--- src/core/spcs_pkg.sv ---
// constants shared by the port command and status register block
package spcs_pkg;
  // ---------------------------------------------------------------------------
  // register map
  // ---------------------------------------------------------------------------
  localparam logic [7:0] SPCS_OFF_PORT_CMD = 8'h18; // port_command_status offset
  // ---------------------------------------------------------------------------
  // field positions
  // ---------------------------------------------------------------------------
  localparam int SPCS_B_FRE = 4;   // fis_receive_enable
  localparam int SPCS_B_MPSS = 13; // switch state, lower field
  localparam int SPCS_B_FR = 14;   // fis_receive_running
  localparam int SPCS_B_CR = 15;   // command_list_running
  localparam int SPCS_B_CPS = 16;  // cold_presence_state
  localparam int SPCS_B_PMA = 17;  // port_multiplier_attached
  localparam int SPCS_B_HOT_PLUG_CAPABLE = 18; // hot_plug_capable
  localparam int SPCS_B_MECH_SWITCH_SUPPORTED = 19; // mech_switch_supported
  localparam int SPCS_B_CPD = 20;  // cold_presence_supported
  localparam int SPCS_B_ESP = 21;  // external_signal_only_port
  localparam int SPCS_B_PKT = 24;  // packet-command device
  localparam int SPCS_B_LED_ON_PACKET_DEVICE_ENABLE = 25; // led_on_packet_device_enable
  localparam int SPCS_B_AGGRESSIVE_LINK_PM_ENABLE = 26; // aggressive_link_pm_enable
  localparam int SPCS_B_ASP = 27;  // slumber_not_partial_select
  // ---------------------------------------------------------------------------
  // reset values
  // ---------------------------------------------------------------------------
  localparam logic SPCS_RST_HOT_PLUG_CAPABLE = 1'b1;
  localparam logic SPCS_RST_OTHER = 1'b0;
  // ---------------------------------------------------------------------------
  // link power request codes
  // ---------------------------------------------------------------------------
  typedef enum logic [1:0] {SPCS_LP_ACTIVE, SPCS_LP_PARTIAL, SPCS_LP_SLUMBER} spcs_lp_e;
endpackage

--- src/core/spcs_led.sv ---
// activity led decision for the port
`timescale 1ns/1ps
module spcs_led (
  input wire logic cmd_active,
  input wire logic packet_dev,
  input wire logic led_on_packet,
  output logic led_on
);
  // ---------------------------------------------------------------------------
  // led gating
  // ---------------------------------------------------------------------------
  // packet devices light the led only when explicitly allowed
  always_comb begin
    led_on = cmd_active & (led_on_packet | ~packet_dev);
  end
endmodule

--- src/core/spcs_top.sv ---
// upper fields of the port command and status register, led and link power
`timescale 1ns/1ps
module spcs_top
  import spcs_pkg::*;
#(
  parameter int ADDR_W = 8 // register window address width
) (
  input wire logic CLK,
  input wire logic NRST,
  input wire logic [ADDR_W-1:0] ADDR,
  input wire logic WR_EN,
  input wire logic RD_EN,
  input wire logic [31:0] WDATA,
  output logic [31:0] RDATA,
  input wire logic CAP_MULTIPLIER_SUPPORT,
  input wire logic CAP_AGGRESSIVE_LPM_SUPPORT,
  input wire logic PLAT_HOT_PLUG_CAPABLE,
  input wire logic PLAT_MECH_SWITCH_SUPPORTED,
  input wire logic PLAT_COLD_PRESENCE_SUPPORTED,
  input wire logic PLAT_EXTERNAL_SIGNAL_ONLY,
  input wire logic COLD_PRESENCE_DETECT,
  input wire logic MECH_SWITCH_OPEN,
  input wire logic FIS_RX_BUSY,
  input wire logic FIS_RX_PENDING,
  input wire logic FIS_RX_FIRST_D2H,
  input wire logic CMD_LIST_BUSY,
  input wire logic CMD_ISSUED_ANY,
  input wire logic ACTIVE_QUEUE_ANY,
  input wire logic LINK_IDLE,
  output logic FIS_RX_POST,
  output logic ACT_LED,
  output logic [1:0] LINK_PM_REQ
);
  // ---------------------------------------------------------------------------
  // storage
  // ---------------------------------------------------------------------------
  logic fre_reg, fre_next;             // fis_receive_enable
  logic fr_reg, fr_next;               // fis_receive_running
  logic cr_reg, cr_next;               // command_list_running
  logic cps_reg, cps_next;             // cold_presence_state
  logic pma_reg, pma_next;             // port_multiplier_attached
  logic hot_plug_capable_reg, hot_plug_capable_next;           // hot_plug_capable
  logic mech_switch_supported_reg, mech_switch_supported_next;           // mech_switch_supported
  logic cpd_reg, cpd_next;             // cold_presence_supported
  logic esp_reg, esp_next;             // external_signal_only_port
  logic pkt_reg, pkt_next;             // packet-command device
  logic led_on_packet_device_enable_reg, led_on_packet_device_enable_next;           // led_on_packet_device_enable
  logic aggressive_link_pm_enable_reg, aggressive_link_pm_enable_next;           // aggressive_link_pm_enable
  logic asp_reg, asp_next;             // slumber_not_partial_select
  logic strap_done_reg, strap_done_next; // platform flags captured once
  logic busy_prev_reg, busy_prev_next; // queue-busy history for edge
  logic [31:0] rdata_reg, rdata_next;
  logic post_reg, post_next;
  logic led_reg, led_next;
  spcs_lp_e lp_reg, lp_next;
  logic led_raw;                       // combinational led decision
  logic hit;                           // register window selected
  logic [31:0] word;                   // current register image
  logic q_busy;                        // any command outstanding

  assign hit = (ADDR == ADDR_W'(SPCS_OFF_PORT_CMD));
  assign q_busy = CMD_ISSUED_ANY | ACTIVE_QUEUE_ANY;

  // ---------------------------------------------------------------------------
  // led decision
  // ---------------------------------------------------------------------------
  spcs_led u_led (
    .cmd_active(CMD_LIST_BUSY),
    .packet_dev(pkt_reg),
    .led_on_packet(led_on_packet_device_enable_reg),
    .led_on(led_raw)
  );

  // ---------------------------------------------------------------------------
  // register image
  // ---------------------------------------------------------------------------
  // lower fields other than the enable, switch state and the two running flags belong elsewhere; read zero
  always_comb begin
    word = 32'h0000_0000;
    word[SPCS_B_FRE] = fre_reg;
    // switch state only means something on a port that has the switch
    word[SPCS_B_MPSS] = mech_switch_supported_reg & MECH_SWITCH_OPEN;
    word[SPCS_B_FR] = fr_reg;
    word[SPCS_B_CR] = cr_reg;
    word[SPCS_B_CPS] = cps_reg;
    word[SPCS_B_PMA] = pma_reg;
    word[SPCS_B_HOT_PLUG_CAPABLE] = hot_plug_capable_reg;
    word[SPCS_B_MECH_SWITCH_SUPPORTED] = mech_switch_supported_reg;
    word[SPCS_B_CPD] = cpd_reg;
    word[SPCS_B_ESP] = esp_reg;
    word[SPCS_B_PKT] = pkt_reg;
    word[SPCS_B_LED_ON_PACKET_DEVICE_ENABLE] = led_on_packet_device_enable_reg;
    word[SPCS_B_AGGRESSIVE_LINK_PM_ENABLE] = aggressive_link_pm_enable_reg;
    word[SPCS_B_ASP] = asp_reg;
  end

  // ---------------------------------------------------------------------------
  // next-state logic
  // ---------------------------------------------------------------------------
  always_comb begin
    fre_next = fre_reg;
    pma_next = pma_reg;
    pkt_next = pkt_reg;
    led_on_packet_device_enable_next = led_on_packet_device_enable_reg;
    aggressive_link_pm_enable_next = aggressive_link_pm_enable_reg;
    asp_next = asp_reg;
    hot_plug_capable_next = hot_plug_capable_reg;
    mech_switch_supported_next = mech_switch_supported_reg;
    cpd_next = cpd_reg;
    esp_next = esp_reg;
    strap_done_next = 1'b1;
    // platform flags are straps, caught on the first edge after reset release
    if (!strap_done_reg) begin
      mech_switch_supported_next = PLAT_MECH_SWITCH_SUPPORTED;
      cpd_next = PLAT_COLD_PRESENCE_SUPPORTED;
      esp_next = PLAT_EXTERNAL_SIGNAL_ONLY;
      // a switch or cold presence port is always a hot plug port
      hot_plug_capable_next = PLAT_HOT_PLUG_CAPABLE | PLAT_MECH_SWITCH_SUPPORTED | PLAT_COLD_PRESENCE_SUPPORTED;
    end
    // software writes
    if (WR_EN && hit) begin
      fre_next = WDATA[SPCS_B_FRE];
      // multiplier bit only moves on a write, never from the link
      if (CAP_MULTIPLIER_SUPPORT) begin
        pma_next = WDATA[SPCS_B_PMA];
      end
      pkt_next = WDATA[SPCS_B_PKT];
      led_on_packet_device_enable_next = WDATA[SPCS_B_LED_ON_PACKET_DEVICE_ENABLE];
      // unsupported aggressive power stays zero, so it reads as reserved
      aggressive_link_pm_enable_next = WDATA[SPCS_B_AGGRESSIVE_LINK_PM_ENABLE] & CAP_AGGRESSIVE_LPM_SUPPORT;
      asp_next = WDATA[SPCS_B_ASP] & CAP_AGGRESSIVE_LPM_SUPPORT;
    end
    // receive running rises with enable, falls only after the engine is idle
    if (fre_reg) begin
      fr_next = 1'b1;
    end else if (!FIS_RX_BUSY) begin
      fr_next = 1'b0;
    end else begin
      fr_next = fr_reg;
    end
    cr_next = CMD_LIST_BUSY;
    cps_next = cpd_reg & COLD_PRESENCE_DETECT;
    // posting needs the enable, except the first register frame after init
    post_next = FIS_RX_PENDING & (fre_reg | FIS_RX_FIRST_D2H);
    led_next = led_raw;
    busy_prev_next = q_busy;
    // ---- aggressive link power: act on queue draining
    lp_next = lp_reg;
    if (q_busy) begin
      lp_next = SPCS_LP_ACTIVE;
    end else if (aggressive_link_pm_enable_reg && busy_prev_reg && LINK_IDLE) begin
      lp_next = asp_reg ? SPCS_LP_SLUMBER : SPCS_LP_PARTIAL;
    end
    rdata_next = (RD_EN && hit) ? word : 32'h0000_0000;
  end

  // ---------------------------------------------------------------------------
  // registers
  // ---------------------------------------------------------------------------
  always_ff @(posedge CLK or negedge NRST) begin
    if (!NRST) begin
      fre_reg <= SPCS_RST_OTHER;
      fr_reg <= SPCS_RST_OTHER;
      cr_reg <= SPCS_RST_OTHER;
      cps_reg <= SPCS_RST_OTHER;
      pma_reg <= SPCS_RST_OTHER;
      hot_plug_capable_reg <= SPCS_RST_HOT_PLUG_CAPABLE;
      mech_switch_supported_reg <= SPCS_RST_OTHER;
      cpd_reg <= SPCS_RST_OTHER;
      esp_reg <= SPCS_RST_OTHER;
      pkt_reg <= SPCS_RST_OTHER;
      led_on_packet_device_enable_reg <= SPCS_RST_OTHER;
      aggressive_link_pm_enable_reg <= SPCS_RST_OTHER;
      asp_reg <= SPCS_RST_OTHER;
      strap_done_reg <= 1'b0;
      busy_prev_reg <= 1'b0;
      rdata_reg <= 32'h0000_0000;
      post_reg <= 1'b0;
      led_reg <= 1'b0;
      lp_reg <= SPCS_LP_ACTIVE;
    end else begin
      fre_reg <= fre_next;
      fr_reg <= fr_next;
      cr_reg <= cr_next;
      cps_reg <= cps_next;
      pma_reg <= pma_next;
      hot_plug_capable_reg <= hot_plug_capable_next;
      mech_switch_supported_reg <= mech_switch_supported_next;
      cpd_reg <= cpd_next;
      esp_reg <= esp_next;
      pkt_reg <= pkt_next;
      led_on_packet_device_enable_reg <= led_on_packet_device_enable_next;
      aggressive_link_pm_enable_reg <= aggressive_link_pm_enable_next;
      asp_reg <= asp_next;
      strap_done_reg <= strap_done_next;
      busy_prev_reg <= busy_prev_next;
      rdata_reg <= rdata_next;
      post_reg <= post_next;
      led_reg <= led_next;
      lp_reg <= lp_next;
    end
  end

  // ---------------------------------------------------------------------------
  // outputs, all straight from flops
  // ---------------------------------------------------------------------------
  assign RDATA = rdata_reg;
  assign FIS_RX_POST = post_reg;
  assign ACT_LED = led_reg;
  assign LINK_PM_REQ = lp_reg;
endmodule

--- config.mk ---
export PLATFORM = sky130hd
export DESIGN_NAME = spcs_top
export DESIGN_NICKNAME = d
export VERILOG_FILES = /design/src/core/spcs_pkg.sv /design/src/core/spcs_led.sv /design/src/core/spcs_top.sv
export SDC_FILE = /design/constraint.sdc
export NUM_CORES = 1
export LEC_CHECK = 0
export ABC_AREA = 1
export BUFFER_PORTS_ARGS = -buffer_cell sky130_fd_sc_hd__buf_2
export CAP_MARGIN = 20
export CORE_MARGIN = 10
export CORE_UTILIZATION = 30
export CTS_BUF_LIST = sky130_fd_sc_hd__clkbuf_4
export DETAILED_ROUTE_END_ITERATION = 6
export PLACE_DENSITY_LB_ADDON = 0.25
export SYNTH_ARGS = -nofsm -noshare
export SYNTH_HDL_FRONTEND = slang
export SYNTH_SLANG_ARGS = --single-unit
--- constraint.sdc ---
create_clock -name CLK -period 0.8 [get_ports CLK]
set_input_delay 0.08 -clock CLK [delete_from_list [all_inputs] [get_ports CLK]]
set_output_delay 0.08 -clock CLK [all_outputs]
set_load 0.01 [all_outputs]
* Word level (Yosys, flattened, before mapping)
Cells that the tools add are included.
** Word-level totals
- Output and inout port bits :: 36
- Logic and storage cells :: 45
- Bits of input ports :: 59
- Register bits after elaboration :: 47
** Operators by class
- Equal/unequal tests :: 2
- Bitwise operators :: 12
- Reduce and logical (&&, ||, !) cells :: 6
- Multiplexer cells :: 6
** Operator list (number)
- two-way mux 28 bit :: 1
- == test 8 x 5 -> 1 bit (second input constant) :: 1
- bitwise AND 1 bit :: 6
- two-way mux 2 bit :: 3
- bitwise OR 1 bit :: 5
- logical AND 1 bit :: 4
- two-way mux 1 bit :: 2
- inequality test 2 x 1 -> 1 bit (second input constant) :: 1
- AND reduction 2 bit :: 1
- nonzero test 2 bit :: 1
- inverter 1 bit :: 1

* Depth between registers and ports, before layout
- Word-level depth :: 4
- Depth in mapped cells :: 7
- Mapped depth without buffers :: 7

* By module
A second synthesis with hierarchy kept.
** Unflattened totals
- Cells, all modules :: 141
- Area, all modules :: 1402.6 um2
** Modules (own cells, without submodules)
- spcs_top :: area each 1386.3 um2, sequential area each 827.0 um2, times used 1, cells an instance 138
- spcs_led :: area each 16.3 um2, sequential area each 0.0 um2, times used 1, cells an instance 3

* Worst setup path after synthesis
No wires, ideal clock.
- Kind :: input to register
- From :: input port ADDR[1]
- To :: register rdata_reg[4], in the netlist RDATA[4]
- Path slack :: 19 ps
- Required time :: 731 ps
- Setup time :: 69 ps
- Cell stages on the path :: 6
- Buffers on the path :: 1
- Arrival :: 712 ps
- Path through :: nor2_1 nand2_2 nor2_4 nand2_4 buf_6 nor2_2
** On the way
- Longest elaborated chain between the ends :: 3
** RTL lines
- start, declared :: RTL line spcs_top.sv:10 : input wire logic [ADDR_W-1:0] ADDR,
- == test 8 x 5 -> 1 bit :: RTL line spcs_top.sv:61 : assign hit = (ADDR == ADDR_W'(SPCS_OFF_PORT_CMD));
- logical AND 1 bit :: RTL line spcs_top.sv:154 : rdata_next = (RD_EN && hit) ? word : 32'h0000_0000;
- two-way mux 28 bit :: RTL line spcs_top.sv:154
- net rdata_next[4] :: RTL line spcs_top.sv:52 : logic [31:0] rdata_reg, rdata_next;
- end signal, assigned :: RTL line spcs_top.sv:197 : rdata_reg <= rdata_next;
- end, declared :: RTL line spcs_top.sv:52
The timed path passes the listed nets, and every way through them passes these cells.
A chain may end at the register's enable or synchronous reset.

* Final worst setup path
- From :: register lp_reg[0], in the netlist LINK_PM_REQ[0]
- To :: output port LINK_PM_REQ[0]
** RTL lines
- start, declared :: RTL line spcs_top.sv:55 : spcs_lp_e lp_reg, lp_next;
- start signal, assigned :: RTL line spcs_top.sv:200 : lp_reg <= lp_next;
- end, declared :: RTL line spcs_top.sv:32 : output logic [1:0] LINK_PM_REQ
No word-level cell between the ends.

==> results.py <==
metrics = {
    "finish": {
        "area_growth_pct": 37.52,
        "drive_gt1_frac": 0.4009,
        "design_area_um2": 1917,
        "antenna_cells": 0,
        "multi_input_area_um2": 430.4,
        "fin_util": 0.4342,
        "largest_reg_flops": 14,
        "register_area_um2": 828.3,
        "fillCellCount": 436,
        "nets": 270,
        "stdcell_count": 264,
    },
    "min_path": {
        "worstHoldPathType": "in -> reg",
    },
    "setup_path": {
        "crit_type": "reg -> out",
        "worstPathMaxFanout": 2,
        "cp_cell_sequence": "buf_6",
        "worstPathArrival_ns": 0.85,
        "start_kind": "flip-flop",
        "cpPeakStageDelay_ns": 0.40,
        "cp_num_buf_inv": 1,
        "crit_path_end_kind": "output port",
        "critPathTopFamily": "flip-flops",
        "critPathRequiredTime_ns": 0.72,
        "critPathSlowestCell": "dfrtp_1",
    },
    "floorplan": {
        "die_w_um": 88.16,
        "die_height_um": 88.16,
        "start_util": 0.3158,
        "rows": 24,
        "dieArea_um2": 7772,
        "core-area_um2": 4414,
        "io_pins": 95,
    },
    "grt": {
        "grt_max_degree": 34,
        "antenna_found_initial": 0,
        "grtUsageTotal": 0.08213,
        "grt_first_pass_wirelength_um": 5050,
        "grt_pass1_vias": 1084,
        "grt_overflow_total": 0,
    },
    "timing": {
        "finClkSkew_ns": 0.004619,
        "rsz0062_at_grt": "true",
        "fmax_ghz": 1.074,
        "slew_violations": 0,
        "hold_violations": 0,
        "layout_min_cycle_time_ns": 0.9310,
        "finalSetupViolCount": 19,
        "fin_setup_tns_ns": -1.901,
        "fin_crit_sh": 1.164,
        "finalWorstSetupSlack_ns": -0.1310,
    },
    "routing": {
        "via_per_inst": 3.894,
        "wl_per_cell_um": 11.61,
        "first_pass_iters": 4,
        "drcViolationCount": 0,
        "routed-via-count": 1028,
        "drt_iter0_drc": 29,
        "detail-route-antenna-nets": 0,
        "finalWirelength_um": 3066,
    },
    "synth": {
        "avgSynthCellArea_um2": 10.03,
        "netlist_area_um2": 1394,
        "yosysUniqueCellTypes": 21,
        "netlist_instances": 139,
        "yosysSeqAreaShare": 0.5934,
        "yosys_warnings": 0,
        "synth_seq_cells": 33,
    },
    "cts": {
        "htreeDepth": 2,
        "tritoncts": "done",
        "cts_made_buffers": 5,
        "clockBufferDepth": 2,
        "clock-root-buffer": "clkbuf_4",
        "cts_sinks": 33,
        "clkSlewWorstSetupHoldPaths_ns": 0.09,
        "worstSkewPairLatency_ns": 0.32,
    },
    "placed_design": {
        "placed_area_um2": 1669,
        "dp_cells": 243,
        "dp_hpwl_um": 2333,
        "gp_congestion": 0.7328,
        "io_buffers": 50,
    },
    "power_and_ir_drop": {
        "leakage_nw": 1.039,
        "p_per_area_nw_per_um2": 1525,
        "vdd_drop_max_mv": 0.4672,
        "finalPower_w": 0.002923,
    },
    "run_status": {
        "outcome": "finished with violations",
        "violations": "setup timing",
    },
    "job": {
        "drv_cap": 0,
    },
}
==> power breakdown <==
group          total [W]  switching [W]  internal, W
clock network   0.000839       0.000521     0.000317
registers        0.00175      0.0000278      0.00172
logic           0.000339       0.000187     0.000152
==> timing repair <==
item,CTS,global route
buffers inserted,0,1
endpoints found under the hold margin,44,0
resized for setup,2,16
hold buffers,12,0
endpoints found under the setup margin,19,25
==> cells by family (layout without fill, tap and decap cells) <==
kind of cell,after synthesis,in the layout,synth area share
flops,33,33,0.5934
simple gates,54,54,0.1984
compound gates,10,10,0.04130
buf+inv,40,96,0.1616
other cells,2,19,0.005388
==> routing by layer <==
layer / share of wire / routed length (µm) / GRT usage
met1: 0.42 / 1274 / 0.09896
met3: 0.10 / 320 / 0.03807
met5: 0 / 0 / 0
met2: 0.46 / 1407 / 0.1195
met4: 0.021 / 64 / 0.04280
==> worst paths after layout <==
path                                        startpoint                    to  slack, ns  depth (start not counted)
worst min-delay path            CAP_MULTIPLIER_SUPPORT               pma_reg       0.02                          3
max in group asynchronous                         NRST  hot_plug_capable_reg       0.32                          3
min in group asynchronous                         NRST             RDATA[14]       0.24                          3
worst min register to register                 cpd_reg               cps_reg       0.46                          2
worst max register to register    hot_plug_capable_reg  hot_plug_capable_reg      -0.01                          2
worst max-delay path                    LINK_PM_REQ[0]        LINK_PM_REQ[0]      -0.13                          1
==> cell usage in the layout, fill, tap and decap left out, types with 2 or more instances in the layout <==
| master | count |
|---|---|
| a21oi_1 | 3 |
| buf_2 | 43 |
| buf_4 | 4 |
| buf_6 | 7 |
| clkbuf_4 | 5 |
| clkinv_1 | 2 |
| conb_1 | 19 |
| dfrtp_1 | 31 |
| dlygate4sd3_1 | 12 |
| inv_1 | 20 |
| nand2_1 | 17 |
| nand3_1 | 6 |
| nand3_2 | 2 |
| nand4_1 | 3 |
| nor2_1 | 7 |
| nor2_2 | 13 |
| nor2_4 | 3 |
| o21ai_0 | 2 |
| o21ai_1 | 2 |
==> cell type report <==
cell class                 count  share of cell area
inverter                      21             0.04112
clock buffer                   5             0.01958
tap                           52             0.03394
clock inverter                 3            0.006527
sequential                    33              0.4321
multi-input combinational     83              0.2245
timing repair buffer          67              0.2422
==> stage by stage <==
| stage | setup slack [ns] | hold WS (ns) |
|---|---|---|
| 6_report | -0.1310 | 0.01522 |
| 5_1_grt | -0.1791 | 0.005205 |
| 4_1_cts | -0.1576 | 0.0001131 |
| 3_5_place_dp | -0.2129 | 0.04814 |
| 3_3_place_gp | -0.1832 | 0.04806 |
| 2_1_floorplan | 0.01922 | -0.2156 |
==> cell usage after synthesis <==
cell	count	area share
inv_1	21	0.057
o21ai_0	4	0.014
nand2_1	17	0.046
nor2_4	2	0.016
dfrtp_1	32	0.57
buf_6	1	0.0081
nor2_1	11	0.030
nand3_2	1	0.0072
dfstp_2	1	0.019
nand3_1	7	0.025
buf_4	18	0.097
nor2_2	10	0.045
nor3_1	1	0.0036
nand2_2	1	0.0045
nand2_4	1	0.0081
o21a_1	1	0.0054
conb_1	2	0.0054
nand4_1	3	0.013
a21oi_1	3	0.011
a22oi_1	1	0.0054
a21boi_0	1	0.0054
No activity file was read; power rests on OpenSTA's default activity.
